$ cat src/move_exec_pkg.sv
// move_exec_pkg: shared constants, types and encodings of the move-instruction executor
// assumes a 14-bit instruction word and a byte-wide register file on the core clock

package move_exec_pkg;

  // ----------------------------------------------------------------
  // instruction word layout
  // ----------------------------------------------------------------
  localparam int unsigned INSTR_WIDTH = 14;
  localparam int unsigned OPCODE_MSB  = 13;
  localparam int unsigned OPCODE_LSB  = 10;

  localparam logic [3:0] OP_LOAD_ACCUMULATOR_LITERAL  = 4'h1;
  localparam logic [3:0] OP_STORE_ACCUMULATOR_TO_FILE = 4'h2;
  localparam logic [3:0] OP_LOAD_BANK_LITERAL         = 4'h3;
  localparam logic [3:0] OP_LOAD_PAGE_LITERAL         = 4'h4;
  localparam logic [3:0] OP_INDIRECT_LOAD_ACCUMULATOR = 4'h5;
  localparam logic [3:0] OP_INDIRECT_LOAD_RELATIVE    = 4'h6;

  // field positions
  localparam int unsigned IND_SELECT_BIT = 2;
  localparam int unsigned REL_SELECT_BIT = 6;

  // ----------------------------------------------------------------
  // pointer update modes
  // ----------------------------------------------------------------
  localparam logic [1:0] MODE_PRE_INC  = 2'h0;
  localparam logic [1:0] MODE_PRE_DEC  = 2'h1;
  localparam logic [1:0] MODE_POST_INC = 2'h2;
  localparam logic [1:0] MODE_POST_DEC = 2'h3;

  // ----------------------------------------------------------------
  // addresses and reset values
  // ----------------------------------------------------------------
  localparam logic [6:0]  INDIRECT_DATA_PORT0_ADDR = 7'h00;
  localparam logic [6:0]  INDIRECT_DATA_PORT1_ADDR = 7'h01;
  localparam logic [15:0] POINTER_RESET            = 16'h0000;
  localparam logic [7:0]  ACCUMULATOR_RESET        = 8'h00;
  localparam logic [4:0]  BANK_RESET               = 5'h00;
  localparam logic [6:0]  PAGE_RESET               = 7'h00;
  localparam logic [15:0] POINTER_STEP             = 16'h0001;

  // ----------------------------------------------------------------
  // types
  // ----------------------------------------------------------------
  typedef struct packed {
    logic [15:0] addr;
    logic        wr;
    logic        rd;
    logic [7:0]  wdata;
  } mem_req_type;

  typedef enum logic [1:0] {
    ST_IDLE = 2'h1,
    ST_READ = 2'h2
  } state_type;

endpackage

$ cat src/move_instruction_execution.sv
// move_instruction_execution: executes the core's data-move instructions
// assumes decode presents one word with a valid strobe; register file answers reads
// combinationally in the cycle its read strobe is high, on the same clock
//
// Notes on behaviour
// RULE1: indirect load copies addressed register into accumulator, updates only zero flag
// RULE2: pointer mode 00 pre-inc, 01 pre-dec, 10 post-inc, 11 post-dec
// RULE3: relative form addresses pointer plus signed -32..31 offset, pointer unchanged
// RULE4: indirect data ports hold nothing; access goes to pointer's address instead
// RULE5: pointers are 16-bit and wrap around at both ends
// RULE6: bank load writes 5-bit literal into bank select, no flags touched
// RULE7: page load writes 7-bit literal into program counter high latch, no flags
// RULE8: literal load puts 8-bit literal into accumulator in one cycle, no flags
// RULE9: unused bits of the literal load encoding are ignored by decode
// RULE10: store copies accumulator to 7-bit file address in one cycle, no flags
// RULE11: direct file address is joined with bank select to form full address

`timescale 1ns/1ps

module move_instruction_execution
  import move_exec_pkg::*;
(
  input  wire logic [INSTR_WIDTH-1:0] i_instr,
  input  wire logic                   i_clk,
  input  wire logic                   i_reset,
  input  wire logic                   i_instr_valid,
  input  wire logic [7:0]             i_mem_rdata,
  output mem_req_type                 o_mem_req,
  output logic                        o_ready,
  output logic      [7:0]             o_accumulator,
  output logic      [4:0]             o_bank_select_reg,
  output logic      [6:0]             o_program_counter_high_latch,
  output logic                        o_zero_flag,
  output logic                        o_zero_update,
  output logic      [15:0]            o_pointer0,
  output logic      [15:0]            o_pointer1
);

  // ----------------------------------------------------------------
  // state
  // ----------------------------------------------------------------
  state_type   state_reg;
  state_type   state_next;
  mem_req_type req_reg;
  mem_req_type req_next;
  logic        ready_reg;
  logic        ready_next;
  logic [7:0]  acc_reg;
  logic [7:0]  acc_next;
  logic [4:0]  bank_reg;
  logic [4:0]  bank_next;
  logic [6:0]  page_reg;
  logic [6:0]  page_next;
  logic        zero_reg;
  logic        zero_next;
  logic        zero_upd_reg;
  logic        zero_upd_next;
  logic [15:0] ptr_reg  [2];
  logic [15:0] ptr_next [2];

  // ----------------------------------------------------------------
  // decode
  // ----------------------------------------------------------------
  logic [3:0]  opcode;
  logic        take;
  logic        is_relative;
  logic        sel_n;
  logic [15:0] sel_ptr;
  logic [15:0] eff_addr;
  logic [15:0] stepped_ptr;
  logic [6:0]  file_addr;

  // full data address of a direct access, redirected through a pointer
  // when the file address names an indirect data port
  function automatic logic [15:0] direct_address(
    input logic [4:0]  bank,
    input logic [6:0]  faddr,
    input logic [15:0] ptr0,
    input logic [15:0] ptr1
  );
    logic [15:0] result;
    result = {4'h0, bank, faddr};  // see RULE11
    if (faddr == INDIRECT_DATA_PORT0_ADDR) begin
      result = ptr0;  // see RULE4
    end else if (faddr == INDIRECT_DATA_PORT1_ADDR) begin
      result = ptr1;  // see RULE4
    end
    return result;
  endfunction

  assign opcode      = i_instr[OPCODE_MSB:OPCODE_LSB];
  assign take        = i_instr_valid && ready_reg;
  assign is_relative = (opcode == OP_INDIRECT_LOAD_RELATIVE);
  assign sel_n       = is_relative ? i_instr[REL_SELECT_BIT] : i_instr[IND_SELECT_BIT];
  assign sel_ptr     = sel_n ? ptr_reg[1] : ptr_reg[0];
  assign file_addr   = i_instr[6:0];

  pointer_step u_pointer_step (
    .i_pointer      (sel_ptr),
    .i_mode         (i_instr[1:0]),
    .i_relative     (is_relative),
    .i_offset       (i_instr[5:0]),
    .o_eff_addr     (eff_addr),
    .o_next_pointer (stepped_ptr)
  );

  // ----------------------------------------------------------------
  // execution next state
  // ----------------------------------------------------------------
  always_comb begin
    state_next    = state_reg;
    req_next      = req_reg;
    req_next.wr   = 1'b0;
    req_next.rd   = 1'b0;
    acc_next      = acc_reg;
    bank_next     = bank_reg;
    page_next     = page_reg;
    zero_next     = zero_reg;
    zero_upd_next = 1'b0;
    ptr_next[0]   = ptr_reg[0];
    ptr_next[1]   = ptr_reg[1];
    case (state_reg)
      ST_IDLE: begin
        if (take) begin
          case (opcode)
            OP_LOAD_ACCUMULATOR_LITERAL: begin
              // bits 9:8 never looked at
              acc_next = i_instr[7:0];  // see RULE8 see RULE9
            end
            OP_STORE_ACCUMULATOR_TO_FILE: begin
              req_next.addr  = direct_address(bank_reg, file_addr,
                                              ptr_reg[0], ptr_reg[1]);
              req_next.wr    = 1'b1;  // see RULE10
              req_next.wdata = acc_reg;
            end
            OP_LOAD_BANK_LITERAL: begin
              bank_next = i_instr[4:0];  // see RULE6
            end
            OP_LOAD_PAGE_LITERAL: begin
              page_next = i_instr[6:0];  // see RULE7
            end
            OP_INDIRECT_LOAD_ACCUMULATOR, OP_INDIRECT_LOAD_RELATIVE: begin
              req_next.addr   = eff_addr;  // see RULE2 see RULE3
              req_next.rd     = 1'b1;
              state_next      = ST_READ;
              ptr_next[sel_n] = stepped_ptr;  // see RULE2 see RULE5
            end
            default: begin
              // other opcodes belong to other execution units
            end
          endcase
        end
      end
      ST_READ: begin
        acc_next      = i_mem_rdata;  // see RULE1
        zero_next     = (i_mem_rdata == 8'h00);
        zero_upd_next = 1'b1;
        state_next    = ST_IDLE;
      end
      default: begin
        state_next = ST_IDLE;
      end
    endcase
    // second cycle of an indirect load holds off the next word
    ready_next = (state_next == ST_IDLE);
  end

  always_ff @(posedge i_clk or posedge i_reset) begin
    if (i_reset) begin
      state_reg    <= ST_IDLE;
      req_reg      <= '0;
      ready_reg    <= 1'b0;
      acc_reg      <= ACCUMULATOR_RESET;
      bank_reg     <= BANK_RESET;
      page_reg     <= PAGE_RESET;
      zero_reg     <= 1'b0;
      zero_upd_reg <= 1'b0;
      ptr_reg[0]   <= POINTER_RESET;
      ptr_reg[1]   <= POINTER_RESET;
    end else begin
      state_reg    <= state_next;
      req_reg      <= req_next;
      ready_reg    <= ready_next;
      acc_reg      <= acc_next;
      bank_reg     <= bank_next;
      page_reg     <= page_next;
      zero_reg     <= zero_next;
      zero_upd_reg <= zero_upd_next;
      ptr_reg[0]   <= ptr_next[0];
      ptr_reg[1]   <= ptr_next[1];
    end
  end

  // ----------------------------------------------------------------
  // outputs
  // ----------------------------------------------------------------
  assign o_mem_req                    = req_reg;
  assign o_ready                      = ready_reg;
  assign o_accumulator                = acc_reg;
  assign o_bank_select_reg            = bank_reg;
  assign o_program_counter_high_latch = page_reg;
  assign o_zero_flag                  = zero_reg;
  assign o_zero_update                = zero_upd_reg;
  assign o_pointer0                   = ptr_reg[0];
  assign o_pointer1                   = ptr_reg[1];
endmodule

$ cat src/pointer_step.sv
// pointer_step: effective address and next value of one file-select pointer
// assumes the caller registers both results; purely combinational

`timescale 1ns/1ps

module pointer_step
  import move_exec_pkg::*;
(
  input  wire logic [15:0] i_pointer,
  input  wire logic [1:0]  i_mode,
  input  wire logic        i_relative,
  input  wire logic [5:0]  i_offset,
  output logic      [15:0] o_eff_addr,
  output logic      [15:0] o_next_pointer
);

  logic [15:0] plus_one;
  logic [15:0] minus_one;
  logic [15:0] offset_ext;

  // 16-bit arithmetic wraps at both ends by itself
  assign plus_one   = 16'(i_pointer + POINTER_STEP);  // see RULE5
  assign minus_one  = 16'(i_pointer - POINTER_STEP);  // see RULE5
  assign offset_ext = {{10{i_offset[5]}}, i_offset};

  always_comb begin
    o_eff_addr     = i_pointer;
    o_next_pointer = i_pointer;
    if (i_relative) begin
      o_eff_addr = 16'(i_pointer + offset_ext);  // see RULE3
    end else begin
      case (i_mode)  // see RULE2
        MODE_PRE_INC: begin
          o_eff_addr     = plus_one;
          o_next_pointer = plus_one;
        end
        MODE_PRE_DEC: begin
          o_eff_addr     = minus_one;
          o_next_pointer = minus_one;
        end
        MODE_POST_INC: begin
          o_next_pointer = plus_one;
        end
        default: begin
          o_next_pointer = minus_one;
        end
      endcase
    end
  end

endmodule

$ cat config.mk
export PLATFORM = sky130hd
export DESIGN_NAME = move_instruction_execution
export DESIGN_NICKNAME = d
export VERILOG_FILES = /design/src/move_exec_pkg.sv /design/src/move_instruction_execution.sv /design/src/pointer_step.sv
export SDC_FILE = /design/constraint.sdc
export NUM_CORES = 1
export LEC_CHECK = 0
export BUFFER_PORTS_ARGS = -buffer_cell sky130_fd_sc_hd__buf_2
export CAP_MARGIN = 20
export CELL_PAD_IN_SITES_DETAIL_PLACEMENT = 1
export CELL_PAD_IN_SITES_GLOBAL_PLACEMENT = 1
export CORE_MARGIN = 5
export CORE_UTILIZATION = 43
export DETAILED_ROUTE_END_ITERATION = 8
export PLACE_DENSITY = 0.84
export SYNTH_ARGS = -nofsm -noshare
export SYNTH_HDL_FRONTEND = slang
export SYNTH_SLANG_ARGS = --single-unit
$ cat constraint.sdc
create_clock -name i_clk -period 3.65 [get_ports i_clk]
set_input_delay 0.73 -clock i_clk [delete_from_list [all_inputs] [get_ports i_clk]]
set_output_delay 0.73 -clock i_clk [all_outputs]
set_load 0.01 [all_outputs]
After elaboration in Yosys (flattened, before gate mapping):

Cells that the tools add are included.
Widths: inputs -> output; s select.

* add/subtract/negate cells: 3
* order comparisons: 2
* eq/ne operators: 14
* muxes and demuxes: 24
* bitwise logic cells: 1
* reductions and logical operators: 15

Operators with widths (count)
* $mux 16: 7
* $pmux 16 s2: 2
* $bwmux 32: 1
* $mux 8: 3
* $mux 10: 2
* $reduce_and 3->1: 6
* $add 16x1->16 const B: 1
* $add 16x16->16: 1
* $demux 16 s1: 1
* $pmux 8 s2: 1
* $sub 16x1->16 const B: 1
* $eq 4x3->1 const B: 3
* $eq 4x2->1 const B: 2
* $logic_not 8->1: 1
* $eq 7x1->1 const B: 1
* $logic_not 7->1: 1
* $eq 2x1->1 const B: 3
* $mux 2: 3
* $eq 2x2->1 const B: 2
* $eq 4x1->1 const B: 1
* $mux 1: 4
* $reduce_bool 2->1: 2
* $reduce_or 2->1: 2
* $ge 2x2->1 const B: 1
* 6 further kinds: 7

* register bits: 83
* bits of input ports: 25
* output and inout bits: 81
* logic and storage cells: 72

Logic depth before layout (Yosys ltp):

Gate-level depths: netlist of the first run.

* depth after elaboration: 8
* gate-level depth with buffers: 18
* mapped depth without buffers: 15

Cells and area by module:

Synthesis of the first run repeated with hierarchy kept, for this count alone.

* cells, all modules: 567
* area, all modules: 5679.2 sq um

Modules (own cells, without submodules)
* move_instruction_execution: times used 1, cells each 317, area each 3948.8 sq um, seq. area each 2078.2 sq um
* pointer_step: times used 1, cells each 250, area each 1730.4 sq um, seq. area each 0.0 sq um

Least setup slack after synthesis of the first run:

OpenSTA, ideal clock, no wires.

* kind: input port to flip-flop
* start: in i_instr[10]
* end: reg req_reg, in the netlist o_mem_req[16]
* setup time: 0.126 ns
* arrival time: 3.959 ns
* data required time: 3.524 ns
* setup slack: -0.435 ns
* cell stages on the path: 17
* path buffers: 3
* cells stage by stage: nor4bb_1 -> buf_4 -> mux2_4 -> buf_6 -> buf_12 -> nor2_1 -> a21oi_1 -> inv_1 -> ha_1 -> inv_1 -> fa_1 -> a21o_1 -> a22o_1 -> a221oi_2 -> a211oi_1 -> a22o_1 -> a221o_1

* longest elaborated chain between the ends: 7
* elaborated cells between the ends (all ways): 14
* classes of those cells: add/sub (3); eq/ne (3); mux (5); reduce/logical (3)

Ends and longest elaborated chain
* start: declaration: RTL line move_instruction_execution.sv:23 `input wire logic [INSTR_WIDTH-1:0] i_instr,`
* $eq 4x3->1: RTL line move_instruction_execution.sv:93, move_instruction_execution.sv:125
* $mux 1: RTL line move_instruction_execution.sv:94 `assign sel_n = is_relative ? i_instr[REL_SELECT_BIT] : i_instr[IND_SELECT_BIT];`
* $mux 16: RTL line move_instruction_execution.sv:95 `assign sel_ptr = sel_n ? ptr_reg[1] : ptr_reg[0];`
* $sub 16x1->16 / $add 16x1->16 (equally long branches): RTL line pointer_step.sv:23, pointer_step.sv:22
* $pmux 16 s2: RTL line pointer_step.sv:32 `case (i_mode)`
* $mux 16: RTL line pointer_step.sv:29 `if (i_relative) begin`
* $pmux 16 s2: RTL line move_instruction_execution.sv:125 `case (opcode)`
* end signal: assignment: RTL line move_instruction_execution.sv:182 `req_reg <= req_next;`
* end: declaration: RTL line move_instruction_execution.sv:44 `mem_req_type req_reg;`

Several ways; a longest one is shown, not always the timed one.
A chain may end at the register's enable or synchronous reset.

Final worst setup path of the first run:

* start: in i_instr[13]
* end: reg req_reg, in the netlist o_mem_req[21]

Same word-level chain as after synthesis.

==> summary.txt, run 1 <==
Route
  • Drt drc: 0
  • Vias: 6107
  • M1 wire length: approximately 9300 µm
  • Drt initial violations: approximately 500
  • Via-per-instance ratio: 6.09
  • DR WL/cell: about 24 µm
  • DRT Pass-1 Iters: 5
  • Final ANT Viol Nets: 0
  • Top Metal Used: met4
  • Wire length on met2: 12200 µm
  • Routed WL: between 20000 and 25000 µm
  • DR WL met3: ~1300 µm

GRT
  • Global-route wire length before repair: 35600 µm
  • Grt ovf: 0
  • Largest net degree at the start of global routing: 44
  • Initial antenna violation count: 0
  • GRT Total Usage: between 20 and 30%
  • Vias in the first global route: between 6000 and 7000

Logic synthesis
  • Post-Synth XOR/XNOR Area: 6.62%
  • Post-synthesis simple-gate area fraction: roughly 18%
  • Cell count after synthesis: ~650
  • Syn_nets: ~690
  • Post-synthesis mux area share: about 15%
  • Ys async rst share: 100%
  • Dominant synthesized flop cell: dfrtp_1
  • Post-synthesis sequential area ratio: roughly 36%
  • Compound-cell area share of the yosys netlist: 15.9%
  • Avg Synthesized Cell Area: slightly below 9 µm²
  • Largest family of logic cells by synthesized area: simple AND/OR/NAND/NOR gates
  • Seq cells post-synth: 83
  • Yosys warnings: 0
  • Post-synth cell types: 66
  • Adder-Cell Fraction of Synth Area: 3.96%
  • Post-synth EDFFs: 0
  • Cell Area, Synth: slightly below 0.006 mm²

Floorplanning
  • Die ar.: 0.0160 mm²
  • # IOs: 106
  • Core area: 0.0132 mm²
  • Rows: 42
  • Initial Utilization: a little over two fifths
  • Die width: 126 µm
  • Die height: roughly 130 µm

Layout
  • Fraction of layout cells with a size suffix above 1: roughly 35%
  • Layout Nets: about 860
  • Core Util, Final: between 50% and 60%
  • Diode count: 0
  • Area grow syn2layout: 32.0%
  • Number of flip-flops in the largest register: 26

Clock network
  • TritonCTS Sinks: 83
  • Cts hold-fix bufs: 0
  • Clock Latency Late Sink: 0.37 ns
  • Clock-pin slew on the worst setup and hold paths: 0.07 ns
  • H-tree level count: 3
  • CTS Buffer Depth: 2
  • CTS root buffer: clkbuf_16
  • CTS tree: built
  • CTS buffer count: 9

Pwr
  • Max IR drop VDD: approximately 0.25 mV
  • Pwr dens: between 500 and 600 mW/mm²
  • Pwr Total: approximately 4400 µW
  • Leakage: 0.00368 µW

STA
  • Finish-stage setup viols: 1
  • Slew HR: about two fifths
  • Min Clock Period, post-route: approximately 3.7 ns
  • Layout Skew: approximately 0.012 ns
  • Final Cycle Share: 100%
  • Slew Viols, Final: 0
  • Hold Violations, Final: 0
  • Worst-Margin Slew: slightly below 0.9 ns
  • FMAX: roughly 270 MHz
  • Final worst slack: -0.000581 ns
  • Unrepaired setup endpoints after global routing: true

Setup path
  • Reg-to-reg startpoint: o_pointer0[0]
  • Crit path kind: primary input to flip-flop
  • Arrival time at the worst endpoint: 3.93 ns
  • Critical path capture point type: flip-flop
  • Worst Setup SP: i_instr[13]
  • Max incr delay on CP: approximately 0.36 ns
  • Critical path data required time: 3.93 ns
  • R2R Path End: o_mem_req[16]
  • Worst R2R Path Depth: 14
  • Buf/Inv on CP: 5
  • Crit-path max FO: 6
  • Setup slack, reg-to-reg: approximately 0.74 ns
  • Crit-path cells: buf_8 > nor4bb_4 > buf_4 > mux2i_4 > buf_6 > nor2_1 > a21oi_2 > inv_1 > ha_1 > nand2_1 > o21ai_2 > buf_4 > nor2_1 > a31oi_2 > nand2b_1 > xor2_1 > o221ai_1 > a21oi_1
  • Slowest library cell on the worst path: mux2i_4
  • CP delay by family, top: compound AO/OA/AOI/OAI gates
  • Crit start category: primary input

Min path
  • Worst min-delay path class: primary input to async pin

Place
  • # port buffers: 103
  • Final HPWL DP: ~17000 µm
  • Placer Congestion: 0.936

Run
  • Max Cap Violations: 0

Outcome
  • Violations in the final reports: negative setup slack
  • Outcome: finished, violations left
## kinds of logic (layout without fill, tap and decap cells)
family          Yosys count  in the layout
mux                      80             80
simple gates            209            209
fa+ha+maj                18             18
buf+inv                  71            246
xor+xnor                 44             44
flops                    83             83
compound gates          146            146
## cell type report
cell class                      count  area (µm²)
Sequential cell                    83        2080
Clock inverter                      7         100
Clock buffer                        9         225
Timing Repair Buffer              197        1280
Tap cell                          176         220
Multi-Input combinational cell    497        3650
Inverter                           33         125
Fill cell                        1568        5560
## per-stage QoR
stage          hold slack, ns  cells    TNS, ns  worst slack [ns]  instance area [µm²]
2_1_floorplan           0.511    651      -1.50            -0.342                 5850
3_3_place_gp            0.460    974      -2.92            -0.327                 7050
3_5_place_dp            0.490    974      -4.45            -0.413                 7050
4_1_cts                 0.504    992  -0.000468         -0.000468                 7420
5_1_grt                 0.532   1002     -0.752            -0.123                 7680
6_report                0.485   1002  -0.000581         -0.000581                 7680
## metal layers
metal  GRT usage [%]  vias up
met3            4.71       79
li1                -     2685
met4            14.6        0
met1            33.5     3069
met5               0        -
met2            49.3      274
## synthesized netlist by cell type, types with 2 or more instances
master | n | area, µm²
nor2b_1 | 4 | 25.0
mux2i_1 | 40 | 400
xor2_1 | 12 | 105
buf_4 | 2 | 15.0
o31ai_1 | 3 | 22.5
xnor2_1 | 32 | 280
dfrtp_1 | 82 | 2050
nand3b_1 | 2 | 15.0
buf_6 | 2 | 22.5
nor2_1 | 53 | 199
clkinv_1 | 3 | 11.3
a22o_1 | 3 | 26.3
a31oi_1 | 13 | 81.3
a211oi_1 | 7 | 52.6
o211ai_1 | 3 | 22.5
nor3b_1 | 5 | 37.5
nand4_1 | 9 | 56.3
a21oi_1 | 39 | 195
and2_1 | 2 | 12.5
o221ai_1 | 6 | 52.6
buf_1 | 4 | 15.0
nor3_1 | 17 | 85.1
nand2b_1 | 6 | 37.5
a211o_1 | 2 | 17.5
o22ai_1 | 8 | 50.1
a221o_1 | 2 | 20.0
ha_1 | 16 | 200
buf_2 | 3 | 15.0
mux2_2 | 38 | 428
nand2_1 | 62 | 233
and3_1 | 2 | 12.5
a32oi_1 | 2 | 17.5
clkbuf_1 | 26 | 97.6
inv_1 | 30 | 113
nand3_1 | 19 | 95.1
o22a_1 | 2 | 17.5
a21o_1 | 6 | 45.0
nor4_1 | 11 | 68.8
o21ai_0 | 39 | 195
and4_1 | 2 | 17.5
or3_1 | 7 | 43.8
## cells in the final DEF (no fill, tap or decap), types with 19 or more instances in the layout
master	count
inv_1	27
nand2_1	62
a21oi_1	31
mux2_2	38
buf_4	88
dfrtp_1	82
nand3_1	19
o21ai_0	37
mux2i_1	36
xnor2_1	32
buf_2	100
nor2_1	51
## worst max path at each step
stage,cells after the start,slack [ns],endpoint
final,18,-0.0006,o_mem_req[21]
after global routing,18,-0.12,o_mem_req[21]
after CTS,14,-0.0005,o_mem_req[24]
after detailed placement,13,-0.41,o_mem_req[24]
after global placement,13,-0.33,o_mem_req[24]
after floorplan,17,-0.34,o_mem_req[16]
## where the power goes
part | total (µW) | switching, µW | internal, µW
Sequential | 1440 | 304 | 1140
Combinational | 1930 | 1070 | 860
Clock | 1030 | 427 | 604
## what timing repair did
item,4_1_cts,5_1_grt
resized for setup,6,32
pin swaps,3,19
setup endpoints to repair,5,12
setup buffers,2,9
Note: power is estimated with default switching activity, not from simulation.
==> run 2, diff against run 1 <==
CORE_MARGIN = 1.5   (was 5)
==> run 2 against run 1 <==
Compared with the run above:
- the flow now finishes without violations
- count of clock-buffer cells in the layout stayed put
- non-clock buffer count is 7 lower
- combinational power is 6% lower
- register-to-register slack worse by 0.02 ns
- hold slack hardly changed
- largest cell class unchanged
- largest power group unchanged
==> summary.txt, run 2 (synthesis gave the netlist of run 1 again) <==
Pwr
  • Max IR drop VDD: roughly 0.27 mV
  • Pwr dens: 554 mW/mm²
  • Leakage: around 0.0036 µW

Layout
  • Core Util, Final: between 50% and 60%
  • Diode count: 0
  • Number of fill cells: 1610
  • Fraction of layout cells with a size suffix above 1: 35.4%
  • Most frequent cells in the layout: buf_2, buf_4, dfrtp_1
  • Number of flip-flops in the largest register: 26
  • Area grow syn2layout: 30.1%
  • Most common cell after layout, fill and taps aside: buf_2
  • Finished Layout Cells: 995
  • Layout Nets: approximately 860

Setup path
  • Slowest library cell on the worst path: fa_2
  • Crit path depth: 16
  • Buf/Inv on CP: 6
  • Critical path data required time: 3.90 ns
  • Crit-path max FO: 5
  • Crit start category: primary input
  • Crit path kind: primary input to flip-flop
  • Critical path capture point type: flip-flop
  • Max incr delay on CP: approximately 0.36 ns
  • Most common cell on crit path: buf_4
  • Worst Setup SP: i_instr[10]
  • CP delay by family, top: compound AO/OA/AOI/OAI gates
  • Arrival time at the worst endpoint: approximately 3.9 ns
  • Crit-path cells: buf_8 > nor4bb_4 > buf_4 > mux2i_4 > buf_6 > buf_4 > a21oi_1 > buf_4 > fa_2 > a21o_1 > a22o_1 > a221oi_2 > buf_4 > a211oi_2 > a22o_1 > a221o_1
  • Worst R2R Path Depth: 14
  • Reg-to-reg startpoint: o_pointer0[0]

Route
  • Drt drc: 0
  • Drt initial violations: 382
  • DR WL/cell: about 22 µm
  • Via-per-instance ratio: about 6
  • Vias: between 5000 and 6000
  • DRT Pass-1 Iters: 5
  • Routed WL: roughly 22000 µm
  • Final ANT Viol Nets: 0

Clock network
  • Clock-pin slew on the worst setup and hold paths: about 0.070 ns
  • CTS root buffer: clkbuf_16
  • H-tree level count: 3
  • TritonCTS Sinks: 83
  • CTS Buffer Depth: 2
  • Clock Latency Late Sink: ~0.36 ns
  • CTS tree: built
  • CTS buffer count: 9

Place
  • Placer Congestion: 0.913
  • Final HPWL DP: 16200 µm
  • # port buffers: 103
  • Placed Cells: roughly 970

STA
  • Hold_ws: between 0.4 and 0.5 ns
  • Final TNS setup: 0 ns
  • FMAX: approximately 270 MHz
  • Worst-Margin Slew: 0.800 ns
  • Layout Skew: between 0.01 and 0.015 ns
  • Slew HR: 46.7%
  • Final Cycle Share: 99.7%
  • Finish-stage setup viols: 0
  • Hold Violations, Final: 0
  • Unrepaired setup endpoints after global routing: true
  • Slew Viols, Final: 0
  • Min Clock Period, post-route: 3.64 ns

GRT
  • Largest net degree at the start of global routing: 46
  • Vias in the first global route: between 6000 and 7000
  • GRT Total Usage: a little under a third
  • Grt ovf: 0
  • Global-route wire length before repair: 34700 µm
  • Initial antenna violation count: 0

Outcome
  • Outcome: complete, no violations

Floorplanning
  • Initial Utilization: about 44%
  • Die ar.: between 0.01 and 0.015 mm²
  • Die height: about 120 µm
  • # IOs: 106
  • Core area: approximately 0.013 mm²
  • Die width: roughly 120 µm
  • Rows: 42

Run
  • Max Cap Violations: 0

Min path
  • Worst min-delay path class: primary input to async pin
-- run 2: worst paths after layout --
kind / end / slack (ns)
max: o_mem_req[16] / 0.01
min: o_pointer0[4] / 0.49
max reg2reg: o_mem_req[16] / 0.72
min reg2reg: o_program_counter_high_latch[1] / 0.49
max in group asynchronous: o_pointer0[13] / 2.29
min in group i_clk: o_program_counter_high_latch[1] / 0.49
-- run 2: cell type report --
type / count / area [µm²] / share of cell area [%]
clock inverters: 7 / 75.1 / 0.992
repair buffers: 190 / 1190 / 15.8
inverters: 33 / 125 / 1.65
flip-flops and latches: 83 / 2080 / 27.4
clock buffers: 9 / 225 / 2.97
well taps: 176 / 220 / 2.91
multi-input cells: 497 / 3650 / 48.2
-- run 2: metrics by stage --
stage | instance area (µm²) | total power (µW) | worst slack (ns)
6_report | 7570 | 4200 | 0.0118
5_1_grt | 7570 | 4420 | -0.133
4_1_cts | 7390 | 4120 | -0.00278
3_5_place_dp | 7000 | 3110 | -0.462
3_3_place_gp | 7000 | 3020 | -0.342
2_1_floorplan | 5850 | 2330 | -0.342
-- run 2: repair_timing --
action | in CTS | in global routing
pin swaps | 5 | 13
setup endpoints to repair | 9 | 19
hold buffers | 0 | 0
setup buffers | 7 | 2
resized for setup | 8 | 36
-- run 2: per-layer routing --
layer	global-route usage, %	vias up	part of all wire, %
met3	4.93	65	4.8
met2	55.5	230	51
met5	0	-	0
met4	16.2	0	4.0
met1	37.9	2996	40
li1	-	2669	-
-- run 2: power by group --
part	internal (µW)	leakage [µW]	switching (µW)	total, µW
sequential	1140	0.00105	300	1440
clock	534	0.000138	418	952
combinational	814	0.00243	993	1810
==> run 3, diff against run 2 <==
PLACE_DENSITY = 0.88   (was 0.84)
==> run 3 against run 2 <==
Compared with the run above:
- fmax increased by 0.46%
- design area increased by 2.9%
- core utilization increased by 1.6 points
- register-to-register slack improved by 0.05 ns
- via count increased by 5.2%
- clock skew decreased by 0.0030 ns
- largest power group unchanged
- die area unchanged
- final cell count increased by 1.2%
- hold slack got worse by 0.045 ns
- clock power decreased by 4.9%
==> summary.txt, run 3 (synthesis gave the netlist of run 1 again) <==
Layout
  • Area of the multi-input gates: 0.00376 mm²
  • Layout Nets: ~870
  • Diode count: 0
  • Fraction of layout cells with a size suffix above 1: a little under two fifths
  • Most common cell after layout, fill and taps aside: buf_2
  • Most frequent cells in the layout: buf_2, buf_4, dfrtp_1
  • Finished Layout Cells: around 1000
  • Register area: 0.00208 mm²
  • Area grow syn2layout: 33.9%
  • Number of flip-flops in the largest register: 26
  • Number of fill cells: about 1600
  • Core Util, Final: 58.8%

STA
  • Slew HR: ~51%
  • FMAX: 276 MHz
  • Worst-Margin Slew: 0.733 ns
  • Slew Viols, Final: 0
  • Final Cycle Share: slightly below 100%
  • Min Clock Period, post-route: approximately 3.6 ns
  • Layout Skew: ~0.008 ns
  • Finish-stage setup viols: 0
  • Hold Violations, Final: 0
  • Unrepaired setup endpoints after global routing: true

Route
  • DRT Pass-1 Iters: 5
  • Routed WL: between 20000 and 25000 µm
  • Drt initial violations: about 460
  • Via-per-instance ratio: a little over 6
  • Vias: ~6300
  • Final ANT Viol Nets: 0
  • Drt drc: 0
  • DR WL/cell: around 24 µm

GRT
  • GRT Total Usage: between 30% and 40%
  • Grt ovf: 0
  • Initial antenna violation count: 0
  • Largest net degree at the start of global routing: 38
  • Vias in the first global route: 6650
  • Global-route wire length before repair: 36400 µm

Floorplanning
  • Rows: 42
  • Die width: 119 µm
  • Initial Utilization: 43.9%
  • # IOs: about 110
  • Die height: approximately 120 µm
  • Core area: 0.0132 mm²
  • Die ar.: 0.0142 mm²

Pwr
  • Logic pwr share: a little under half
  • Pwr dens: 553 mW/mm²
  • Switching Share: between 40 and 50%
  • Clk pwr share: 21.0%
  • Leakage: 0.00373 µW
  • Max IR drop VDD: 0.276 mV
  • P_int: between 2000 and 2500 µW
  • Switching pwr: around 1800 µW
  • Flop pwr share: approximately 34%

Place
  • Final HPWL DP: 16900 µm
  • # port buffers: 103
  • Placed Cells: 974
  • Placer Congestion: 0.908

Clock network
  • Clock-pin slew on the worst setup and hold paths: roughly 0.070 ns
  • CTS buffer count: 9
  • H-tree level count: 3
  • CTS root buffer: clkbuf_16
  • CTS Buffer Depth: 2
  • CTS tree: built
  • TritonCTS Sinks: just over 80
  • Clock Latency Late Sink: between 0.3 and 0.4 ns
  • Cts hold-fix bufs: 0

Setup path
  • Critical path data required time: 3.91 ns
  • Crit start category: primary input
  • Critical path capture point type: flip-flop
  • Arrival time at the worst endpoint: roughly 3.9 ns
  • Crit path kind: primary input to flip-flop
  • Crit-path max FO: 5

Run
  • Max Cap Violations: 0

Outcome
  • Outcome: complete, no violations

Min path
  • Worst min-delay path class: primary input to async pin
-- run 3: path summary, 6_finish.rpt --
check                                    from                    to  slack [ns]  cells past startpoint
worst max-delay path              i_instr[10]         o_mem_req[20]        0.03                     18
worst max register to register  o_pointer0[0]         o_mem_req[20]        0.77                     15
worst min-delay path                  i_reset  o_bank_select_reg[1]        0.44                      2
min in group i_clk              o_mem_req[12]         o_mem_req[12]        0.51                      2
worst min register to register  o_mem_req[12]         o_mem_req[12]        0.51                      2
max in group asynchronous             i_reset          state_reg[0]        2.37                      3
-- run 3: per-stage QoR --
step | instance area [µm²] | TNS (ns) | hold slack, ns | total power (µW) | worst slack [ns]
final | 7790 | 0 | 0.440 | 4300 | 0.0285
after global routing | 7790 | -0.753 | 0.488 | 4500 | -0.139
after CTS | 7470 | 0 | 0.452 | 4110 | 0.00224
after detailed placement | 7040 | -6.96 | 0.489 | 3160 | -0.517
after global placement | 7040 | -4.55 | 0.455 | 3040 | -0.367
after floorplan | 5850 | -1.50 | 0.511 | 2330 | -0.342
-- run 3: routing by layer --
| layer | global-route usage, % | up-vias | routed length [µm] | part of all wire [%] |
|---|---|---|---|---|
| met4 | 20.5 | 0 | 1470 | 6.0 |
| met5 | 0 | - | 0 | 0 |
| met2 | 60.0 | 297 | 12600 | 51 |
| li1 | - | 2705 | - | - |
| met3 | 4.93 | 103 | 1450 | 5.9 |
| met1 | 37.5 | 3164 | 9090 | 37 |
-- run 3: what timing repair did --
action	CTS	global route
gates cloned	0	1
buffers inserted	6	9
gates resized for setup	18	44
hold endpoints to repair	0	0
endpoints found under the setup margin	10	19
pin swaps	9	20
-- run 3: worst max-delay path, stage by stage --
cell and delay, ns:
buf_8 0.10, nor4bb_4 0.35, buf_4 0.19, mux2_4 0.34, nor2_4 0.11, a21oi_4 0.04
inv_2 0.09, ha_4 0.13, inv_2 0.04, fa_2 0.35, a21o_1 0.17, a22o_1 0.18
a221oi_2 0.21, buf_4 0.19, a31o_4 0.20, xor2_2 0.17, nor2_1 0.08, a211oi_1 0.19
-- run 3: power groups by stage --
stage          Combinational (µW)  Clock, µW  Sequential (µW)
2_1_floorplan                 902          0             1430
3_3_place_gp                 1630          0             1410
3_5_place_dp                 1720          0             1430
4_1_cts                      1780        903             1430
5_1_grt                      2090        941             1470
6_report                     1950        905             1450
-- run 3: layout make-up --
class,instances,share of cell area (%)
Inverter,33,1.64
Timing Repair Buffer,202,16.9
Sequential cell,83,26.7
Multi-Input combinational cell,497,48.2
Clock buffer,10,3.07
Tap cell,176,2.83
Clock inverter,6,0.610
